File: config.mk
export PLATFORM = sky130hd
export DESIGN_NAME = pef_port_edge_irq
export DESIGN_NICKNAME = d
export VERILOG_FILES = /design/src/rtl/pef_pkg.sv /design/src/rtl/pef_filt_if.sv /design/src/rtl/pef_port_edge_irq.sv /design/src/rtl/pef_pin_filter.sv
export SDC_FILE = /design/constraint.sdc
export NUM_CORES = 1
export LEC_CHECK = 0
export ABC_AREA = 1
export CORE_ASPECT_RATIO = 1.5
export CORE_MARGIN = 3
export CORE_UTILIZATION = 45
export CTS_CLUSTER_SIZE = 40
export DETAILED_ROUTE_END_ITERATION = 6
export DONT_BUFFER_PORTS = 1
export PLACE_DENSITY = 0.66
export SYNTH_ARGS = -nofsm -noshare
export SYNTH_HDL_FRONTEND = slang
export SYNTH_SLANG_ARGS = --single-unit
File: constraint.sdc
create_clock -name ref_clk_in -period 10.1 [get_ports ref_clk_in]
set_input_delay 0.505 -clock ref_clk_in [delete_from_list [all_inputs] [get_ports ref_clk_in]]
set_output_delay 0.505 -clock ref_clk_in [all_outputs]
set_load 0.01 [all_outputs]
File: src/rtl/pef_pkg.sv
// Constants, register map and types of the port edge interrupt block.
// Assumes a single 100 MHz bus clock and a plain strobe register port.
// What this block does
// - Sixteen edge interrupt pins, requests ORed together.
// - Per pin enable and edge select by software.
// - All pins drive one shared interrupt output.
// - Works for outputs and enabled digital inputs.
// - Request while any pending and enabled pair.
// - Qualified interrupt wakes from stop and wait.
// - Per pin filter drops too short pulses.
// - Four passive then four active samples needed.
// - Run and wait: filters sample every bus clock.
// - Stop: local oscillator paces the filter samples.
// - Oscillator runs while an enabled idle pin counts.
// - Stop mode still yields wake up requests.
// - Select bit zero falling, one rising edge.
// - Analog enabled: input reads one, output off.
package pef_pkg;

  // Port geometry and register bus widths.
  localparam int NPINS = 16;
  localparam int ADDR_W = 8;
  localparam int DATA_W = 32;

  // Register byte offsets.
  localparam logic [7:0] OFS_IRQ_EN = 8'h00;
  localparam logic [7:0] OFS_POL = 8'h04;
  localparam logic [7:0] OFS_PEND = 8'h08;
  localparam logic [7:0] OFS_DIEN = 8'h0c;
  localparam logic [7:0] OFS_DIR = 8'h10;
  localparam logic [7:0] OFS_DOUT = 8'h14;
  localparam logic [7:0] OFS_PIN = 8'h18;
  localparam logic [7:0] OFS_STAT = 8'h1c;
  localparam logic [7:0] OFS_MASK = 8'h20;
  localparam logic [7:0] OFS_ANA = 8'h24;

  // Event status layout, shared by the status and mask registers.
  localparam int STAT_W = 2;
  localparam int STAT_EDGE_BIT = 0;
  localparam int STAT_WAKE_BIT = 1;

  // Reset values.
  localparam logic [15:0] RST_PINS = 16'h0000;
  localparam logic [1:0] RST_STAT = 2'h0;
  localparam logic RST_ANA = 1'b0;

  // Filter run lengths and the oscillator keep alive limit.
  localparam logic [2:0] FLT_RUN_LEN = 3'h4;
  localparam logic [2:0] FLT_RUN_LAST = FLT_RUN_LEN - 3'h1;
  localparam logic [2:0] RC_CNT_LIMIT = 3'h4;

  // Stop mode sample period, emulated from the bus clock.
  localparam int CLK_PERIOD_NS = 10;
  localparam int RC_PERIOD_NS = 2500;
  localparam int RC_DIV = (RC_PERIOD_NS + CLK_PERIOD_NS - 1) / CLK_PERIOD_NS;
  localparam logic [7:0] RC_DIV_LAST = 8'(RC_DIV - 1);

  // Power mode as seen by the sample clock selection.
  typedef enum logic [1:0] {PEF_RUN, PEF_WAIT, PEF_STOP} pef_mode_t;

endpackage

File: src/rtl/pef_filt_if.sv
// Bundle between the port top and one pin filter.
// Assumes both ends share the bus clock.
`timescale 1ns/1ps
`default_nettype none
interface pef_filt_if;
  logic sample;
  logic act;
  logic clr;
  logic edge_p;
  logic [2:0] count;
  modport src (output sample, output act, output clr,
               input edge_p, input count);
  modport flt (input sample, input act, input clr,
               output edge_p, output count);
endinterface
`default_nettype wire

File: src/rtl/pef_port_edge_irq.sv
// Top of the sixteen pin port with edge interrupts and glitch filters.
// Assumes mode inputs come from logic on the same bus clock.
//
// The register offsets and the address-and-strobe port were left to the implementer.
`timescale 1ns/1ps
`default_nettype none
module pef_port_edge_irq
(
  // Clock and reset.
  input wire logic ref_clk_in,
  input wire logic rst_in,
  // Register port.
  input wire logic [7:0] reg_addr_in,
  input wire logic [31:0] reg_wdata_in,
  input wire logic reg_wr_in,
  input wire logic reg_rd_in,
  output logic [31:0] reg_rdata_out,
  // Power mode from the system.
  input wire logic stop_mode_in,
  input wire logic wait_mode_in,
  // Port pins.
  input wire logic [15:0] pad_in,
  output logic [15:0] pad_out,
  output logic [15:0] pad_oe_n_out,
  // Interrupts and wake up.
  output logic port_irq_out,
  output logic irq_out,
  output logic wake_out,
  output logic rc_run_out
);

  // Software visible state.
  logic [15:0] pin_irq_enable_r;
  logic [15:0] edge_polarity_select_r;
  logic [15:0] pin_irq_pending_r;
  logic [15:0] pin_irq_pending_nxt;
  logic [15:0] digital_input_enable_r;
  logic [15:0] dir_r;
  logic [15:0] dout_r;
  logic [1:0] stat_r;
  logic [1:0] stat_nxt;
  logic [1:0] mask_r;
  logic analog_en_r;

  // Internal state.
  pef_pkg::pef_mode_t mode_r;
  logic [15:0] pad_meta_r;
  logic [15:0] pad_sync_r;
  logic [7:0] rc_div_r;
  logic rc_tick_r;
  logic rc_run_r;
  logic port_irq_r;
  logic irq_r;
  logic wake_r;
  logic [31:0] rdata_r;
  logic [31:0] rd_val;
  logic [15:0] pad_out_r;
  logic [15:0] pad_oe_n_r;

  // Combinational helpers.
  logic sample_en;
  logic [15:0] din;
  logic [15:0] edge_v;
  logic [15:0] cnt_ok_v;
  logic [15:0] w1c;
  logic rc_cond;
  logic wake_cond;
  logic wr_hit_pend;
  logic rd_hit_stat;

  assign wr_hit_pend = reg_wr_in && reg_addr_in == pef_pkg::OFS_PEND;
  assign rd_hit_stat = reg_rd_in && reg_addr_in == pef_pkg::OFS_STAT;

  // Writable configuration registers.
  always_ff @(posedge ref_clk_in or posedge rst_in)
  begin
    if (rst_in)
    begin
      pin_irq_enable_r <= pef_pkg::RST_PINS;
      edge_polarity_select_r <= pef_pkg::RST_PINS;
      digital_input_enable_r <= pef_pkg::RST_PINS;
      dir_r <= pef_pkg::RST_PINS;
      dout_r <= pef_pkg::RST_PINS;
      mask_r <= pef_pkg::RST_STAT;
      analog_en_r <= pef_pkg::RST_ANA;
    end
    else if (reg_wr_in)
    begin
      unique case (reg_addr_in)
        pef_pkg::OFS_IRQ_EN: pin_irq_enable_r <= reg_wdata_in[15:0];
        pef_pkg::OFS_POL: edge_polarity_select_r <= reg_wdata_in[15:0];
        pef_pkg::OFS_DIEN: digital_input_enable_r <= reg_wdata_in[15:0];
        pef_pkg::OFS_DIR: dir_r <= reg_wdata_in[15:0];
        pef_pkg::OFS_DOUT: dout_r <= reg_wdata_in[15:0];
        pef_pkg::OFS_MASK: mask_r <= reg_wdata_in[1:0];
        pef_pkg::OFS_ANA: analog_en_r <= reg_wdata_in[0];
        default: ;
      endcase
    end
  end

  // Pins come from outside the clock domain, so two flops first.
  always_ff @(posedge ref_clk_in or posedge rst_in)
  begin
    if (rst_in)
    begin
      pad_meta_r <= pef_pkg::RST_PINS;
      pad_sync_r <= pef_pkg::RST_PINS;
    end
    else
    begin
      pad_meta_r <= pad_in;
      pad_sync_r <= pad_meta_r;
    end
  end

  // An enabled analog module forces the digital input high.
  assign din = analog_en_r ? 16'hffff : pad_sync_r;

  // Power mode register; stop wins when both requests are seen.
  always_ff @(posedge ref_clk_in or posedge rst_in)
  begin
    if (rst_in)
      mode_r <= pef_pkg::PEF_RUN;
    else if (stop_mode_in)
      mode_r <= pef_pkg::PEF_STOP;
    else if (wait_mode_in)
      mode_r <= pef_pkg::PEF_WAIT;
    else
      mode_r <= pef_pkg::PEF_RUN;
  end

  // Sample pacing: bus clock in run and wait, oscillator tick in stop.
  always_comb
  begin
    sample_en = 1'b0;
    unique case (mode_r)
      pef_pkg::PEF_RUN: sample_en = 1'b1;
      pef_pkg::PEF_WAIT: sample_en = 1'b1;
      pef_pkg::PEF_STOP: sample_en = rc_tick_r;
      default: sample_en = 1'b0;
    endcase
  end

  // One filter per pin; a pin takes part only as output or enabled input.
  genvar g;
  generate
    for (g = 0; g < pef_pkg::NPINS; g = g + 1)
    begin : g_pin
      pef_filt_if fif ();
      assign fif.sample = sample_en;
      // Select one watches rising edges, zero watches falling edges.
      assign fif.act = edge_polarity_select_r[g] ? din[g] : ~din[g];
      assign fif.clr = ~pin_irq_enable_r[g] |
                       ~(dir_r[g] | digital_input_enable_r[g]);
      assign edge_v[g] = fif.edge_p;
      assign cnt_ok_v[g] = fif.count <= pef_pkg::RC_CNT_LIMIT;
      pef_pin_filter u_filter
      (
        .clk_in(ref_clk_in),
        .rst_in(rst_in),
        .f(fif)
      );
    end
  endgenerate

  // Pending flags: an edge in the clearing cycle still sets the flag.
  assign w1c = wr_hit_pend ? reg_wdata_in[15:0] : 16'h0000;
  assign pin_irq_pending_nxt = (pin_irq_pending_r & ~w1c) | edge_v;

  always_ff @(posedge ref_clk_in or posedge rst_in)
  begin
    if (rst_in)
      pin_irq_pending_r <= pef_pkg::RST_PINS;
    else
      pin_irq_pending_r <= pin_irq_pending_nxt;
  end

  // Shared request, the OR of every enabled pending pin.
  always_ff @(posedge ref_clk_in or posedge rst_in)
  begin
    if (rst_in)
      port_irq_r <= 1'b0;
    else
      port_irq_r <= |(pin_irq_pending_r & pin_irq_enable_r);
  end

  // The oscillator only burns current while some pin may still fire.
  assign rc_cond = mode_r == pef_pkg::PEF_STOP &&
                   |(cnt_ok_v & pin_irq_enable_r & ~pin_irq_pending_r);

  always_ff @(posedge ref_clk_in or posedge rst_in)
  begin
    if (rst_in)
      rc_run_r <= 1'b0;
    else
      rc_run_r <= rc_cond;
  end

  // Oscillator period counter; it restarts from zero on every start.
  always_ff @(posedge ref_clk_in or posedge rst_in)
  begin
    if (rst_in)
    begin
      rc_div_r <= 8'h00;
      rc_tick_r <= 1'b0;
    end
    else if (!rc_run_r)
    begin
      rc_div_r <= 8'h00;
      rc_tick_r <= 1'b0;
    end
    else if (rc_div_r == pef_pkg::RC_DIV_LAST)
    begin
      rc_div_r <= 8'h00;
      rc_tick_r <= 1'b1;
    end
    else
    begin
      rc_div_r <= rc_div_r + 8'h01;
      rc_tick_r <= 1'b0;
    end
  end

  // Wake up outside run mode; it does not wait for a bus access.
  assign wake_cond = mode_r != pef_pkg::PEF_RUN &&
                     |(pin_irq_pending_nxt & pin_irq_enable_r);

  always_ff @(posedge ref_clk_in or posedge rst_in)
  begin
    if (rst_in)
      wake_r <= 1'b0;
    else
      wake_r <= wake_cond;
  end

  // Sticky event status, cleared by a read; a new event wins the clear.
  always_comb
  begin
    stat_nxt = rd_hit_stat ? 2'h0 : stat_r;
    if (|edge_v)
      stat_nxt[pef_pkg::STAT_EDGE_BIT] = 1'b1;
    if (wake_cond && !wake_r)
      stat_nxt[pef_pkg::STAT_WAKE_BIT] = 1'b1;
  end

  always_ff @(posedge ref_clk_in or posedge rst_in)
  begin
    if (rst_in)
    begin
      stat_r <= pef_pkg::RST_STAT;
      irq_r <= 1'b0;
    end
    else
    begin
      stat_r <= stat_nxt;
      irq_r <= |(stat_r & mask_r);
    end
  end

  // Pad drive; analog use turns the digital output driver off.
  always_ff @(posedge ref_clk_in or posedge rst_in)
  begin
    if (rst_in)
    begin
      pad_out_r <= pef_pkg::RST_PINS;
      pad_oe_n_r <= 16'hffff;
    end
    else
    begin
      pad_out_r <= dout_r;
      pad_oe_n_r <= ~dir_r | {16{analog_en_r}};
    end
  end

  // Read mux; unmapped offsets read as zero.
  always_comb
  begin
    rd_val = 32'h0000_0000;
    unique case (reg_addr_in)
      pef_pkg::OFS_IRQ_EN: rd_val[15:0] = pin_irq_enable_r;
      pef_pkg::OFS_POL: rd_val[15:0] = edge_polarity_select_r;
      pef_pkg::OFS_PEND: rd_val[15:0] = pin_irq_pending_r;
      pef_pkg::OFS_DIEN: rd_val[15:0] = digital_input_enable_r;
      pef_pkg::OFS_DIR: rd_val[15:0] = dir_r;
      pef_pkg::OFS_DOUT: rd_val[15:0] = dout_r;
      pef_pkg::OFS_PIN: rd_val[15:0] = din;
      pef_pkg::OFS_STAT: rd_val[1:0] = stat_r;
      pef_pkg::OFS_MASK: rd_val[1:0] = mask_r;
      pef_pkg::OFS_ANA: rd_val[0] = analog_en_r;
      default: rd_val = 32'h0000_0000;
    endcase
  end

  // Read data stand for exactly one cycle after the strobe.
  always_ff @(posedge ref_clk_in or posedge rst_in)
  begin
    if (rst_in)
      rdata_r <= 32'h0000_0000;
    else if (reg_rd_in)
      rdata_r <= rd_val;
    else
      rdata_r <= 32'h0000_0000;
  end

  assign reg_rdata_out = rdata_r;
  assign pad_out = pad_out_r;
  assign pad_oe_n_out = pad_oe_n_r;
  assign port_irq_out = port_irq_r;
  assign irq_out = irq_r;
  assign wake_out = wake_r;
  assign rc_run_out = rc_run_r;
endmodule
`default_nettype wire

File: src/rtl/pef_pin_filter.sv
// One pin glitch filter: counts passive then active samples.
// Assumes the level is already turned so that one is the active level.
`timescale 1ns/1ps
`default_nettype none
module pef_pin_filter
(
  // Clock and reset.
  input wire logic clk_in,
  input wire logic rst_in,
  // Filter bundle.
  pef_filt_if.flt f
);

  logic [2:0] pass_cnt_r;
  logic [2:0] act_cnt_r;
  logic edge_r;

  // Run counters; an active run counts only after a full passive run.
  always_ff @(posedge clk_in or posedge rst_in)
  begin
    if (rst_in)
    begin
      pass_cnt_r <= 3'h0;
      act_cnt_r <= 3'h0;
    end
    else if (f.clr)
    begin
      pass_cnt_r <= 3'h0;
      act_cnt_r <= 3'h0;
    end
    else if (f.sample)
    begin
      if (!f.act)
      begin
        act_cnt_r <= 3'h0;
        if (pass_cnt_r != pef_pkg::FLT_RUN_LEN)
          pass_cnt_r <= pass_cnt_r + 3'h1;
      end
      else if (pass_cnt_r == pef_pkg::FLT_RUN_LEN &&
               act_cnt_r != pef_pkg::FLT_RUN_LAST)
        act_cnt_r <= act_cnt_r + 3'h1;
      else
      begin
        // A finished edge or a broken passive run starts over.
        pass_cnt_r <= 3'h0;
        act_cnt_r <= 3'h0;
      end
    end
  end

  // One cycle edge pulse on the fourth active sample.
  always_ff @(posedge clk_in or posedge rst_in)
  begin
    if (rst_in)
      edge_r <= 1'b0;
    else
      edge_r <= !f.clr && f.sample && f.act &&
                pass_cnt_r == pef_pkg::FLT_RUN_LEN &&
                act_cnt_r == pef_pkg::FLT_RUN_LAST;
  end

  assign f.edge_p = edge_r;
  assign f.count = act_cnt_r;
endmodule
`default_nettype wire

==> run summary <==
initial antenna violation count -> 0
CP Launch Type -> primary input
final setup skew -> 0.0143 ns
final worst-path cycle share -> 28.3%
Synth Register Bits -> 308
kind of critical path -> primary input to async pin
vias in the first global route -> 11000
list of most frequent post-synthesis cells -> nand2_1, dfrtp_1, inv_1, o21ai_0, nor2_1
share of cells above drive strength 1 -> 5.90%
r2r endpoint -> g_pin[2].u_filter.pass_cnt_r[2]
Synth async-reset ratio -> 100%
reg2reg start -> mode_r[0]
flop2flop setup slack -> 7.75 ns
die area -> 0.0343 mm^2
status -> finished clean
Final ANT Viol Nets -> 0
hold slack -> 0.0367 ns
combinational family with the most area after synthesis -> simple AND/OR/NAND/NOR gates
CP required -> 10.68 ns
via count -> 11200
non-filler instance count after layout -> 2066
maximum VDD drop -> 115 uV
total track usage -> 21.5%
Critical Path End Type -> async pin
post-synth top area share -> 50.6%
MaxCap Viol Count -> 0
total global routing overflow -> 0
Max transition margin -> 26.4%
storage element area -> 0.00773 mm^2
RSZ-0062 raised after global routing -> no
Rows -> 79
library cells used by synthesis -> 34
post-synthesis mux area share -> 0%
Synth Area in Adders -> 7.11%
Layout area overhead -> 12.2%
XOR/XNOR Fraction of Synth Area -> 1.46%
leading area contributor after synthesis -> dfrtp_1
Syn Area/Cell -> 8.96 um^2
register area share after synthesis -> 53.6%
die height -> 225 um
Max Buffers Root-to-Sink -> 3
Cells after DPL -> 1991
largest net degree at the start of global routing -> 103
worst-skew pair later-pin latency -> 0.57 ns
io pins -> 130
pre-CTS setup slack -> 7.06 ns
Hold Path Class -> primary input to register
P per Cell Area -> 171 mW/mm^2
Synth Area in Simple Gates -> 16.4%
DR pass1 iterations -> 6
drt drc -> 0
clk sinks -> 308
routability cong. -> 0.900
Compound-Gate Fraction of Synth Area -> 12.4%
setup bufs post-CTS -> 0
endpoints failing setup -> 0
CTS root buf -> clkbuf_16
R2R cell count -> 10
TritonCTS Buffers -> 31
yosys warns -> 0
Final Hold Violating Endpoints -> 0
WP data arrival -> 3.44 ns
Core Util, Final -> 51.7%
Fill cells -> 2822
Syn Std Cell Area -> 0.0144 mm^2
starting DRC count in detailed routing -> 983
hold_sp -> wait_mode_in
# H-tree levels -> 1
CTS resizes -> 0
CTS tree -> yes
HPWL after DPL -> 25.7 mm
starting density of the core -> 46.0%
setup TNS -> 0 ns
Post-synth EDFFs -> 0
worst-margin pin slew -> 1.10 ns
ant diodes -> 0
Nets -> 1781
area of the core -> 0.0313 mm^2
PortBufs -> 0
fin crit period -> 2.86 ns
footprint of the multi-input gates -> 0.00544 mm^2
CTS Hold Bufs -> 18
Die X-Extent -> 152 um
Hold Path End -> mode_r[0]
Max Fclk -> 0.350 GHz
Via density -> 5.44
Pleak -> 7.25 nW
DRT Wirelength -> 37.6 mm
top-count cell post-synth -> nand2_1
fin worst setup slack -> 7.24 ns
first-pass GRT wire length -> 58.8 mm
drt wl/cell -> 18.2 um
top post-synthesis cells by area -> dfrtp_1, nand2_1, ha_1
Clock Pin Slew Worst Setup and Hold Paths -> 0.06 ns
Crit Path Max Fanout -> 102
Max Slew Vio Count -> 0
Syn Inst Count -> 1610
Synth Flop Type -> dfrtp_1
hold path depth -> 2
## flip-flops by register name, summed over array words and instances (netlist names), 2 cells and up
name / count
digital_input_enable_r: 16
pad_meta_r: 16
rc_div_r: 8
g_pin.u_filter.f.count: 48
mask_r: 2
edge_polarity_select_r: 16
pad_sync_r: 16
pin_irq_enable_r: 16
pin_irq_pending_r: 16
mode_r: 2
pad_out: 16
dout_r: 16
pad_oe_n_out: 16
g_pin.u_filter.f.edge_p: 16
reg_rdata_out: 16
g_pin.u_filter.pass_cnt_r: 48
stat_r: 2
dir_r: 16
## cell type report
type,count,share of cell area (%)
Multi-Input combinational cell,991,33.6
Sequential cell,308,47.7
Inverter,275,6.42
Tap cell,405,3.13
Clock inverter,20,2.13
Timing Repair Buffer,30,1.67
Clock buffer,37,5.30
## critical path, stage by stage
cell,delay (ns)
dlygate4sd3_1,0.61
inv_8,0.49
buf_4,0.90
buf_4,0.80
## worst max path at each step
| stage | slack (ns) | startpoint | endpoint | cells after the start |
|---|---|---|---|---|
| floorplan | 1.11 | rst_in | analog_en_r | 1 |
| global placement | 7.18 | reg_addr_in[1] | pin_irq_enable_r[9] | 9 |
| detailed placement | 7.06 | reg_addr_in[1] | pin_irq_enable_r[0] | 9 |
| CTS | 7.10 | rst_in | reg_rdata_out[1] | 4 |
| global route | 6.77 | rst_in | g_pin[12].u_filter.pass_cnt_r[1] | 4 |
| finish | 7.24 | rst_in | g_pin[12].u_filter.f.count[0] | 4 |
## stage by stage
step	area, um^2	total power (W)
global placement	14800	0.00144
finish	16200	0.00277
detailed placement	14800	0.00144
CTS	16200	0.00279
floorplan	14500	0.00141
global route	16200	0.00286
## cells in the final DEF, fill, tap and decap left out, types with 27 or more instances in the layout
cell type / Yosys / routed
a21oi_1: 29 / 28
o21ai_0: 131 / 131
o22ai_1: 58 / 58
inv_1: 267 / 266
clkbuf_16: 0 / 31
dfrtp_1: 292 / 292
ha_1: 82 / 82
nor2_1: 95 / 95
nand3_1: 50 / 50
nand2_1: 344 / 344
nor3_1: 27 / 27
## logic make-up after synthesis
kind of cell,Yosys count
and+or+nand+nor,567
buffers and inverters,326
AOI/OAI and AO/OA,302
xor gates and xnor gates,24
adders and majority gates,82
other,1
DFF,308
## layer usage
layer | up-vias | part of all wire [%] | global-route usage (%)
met4 | 0 | 4.8 | 10.0
met3 | 112 | 6.9 | 4.00
met5 | - | 0 | 0
met2 | 396 | 48 | 37.3
met1 | 5435 | 40 | 26.0
li1 | 5303 | - | -
## power by group
| part | leakage (nW) | switching (W) | internal (W) |
|---|---|---|---|
| Sequential | 4.06 | 0.0000319 | 0.00127 |
| Clock | 0.586 | 0.000509 | 0.000836 |
| Combinational | 2.61 | 0.0000894 | 0.0000315 |
No activity file was read; power rests on OpenSTA's default activity.
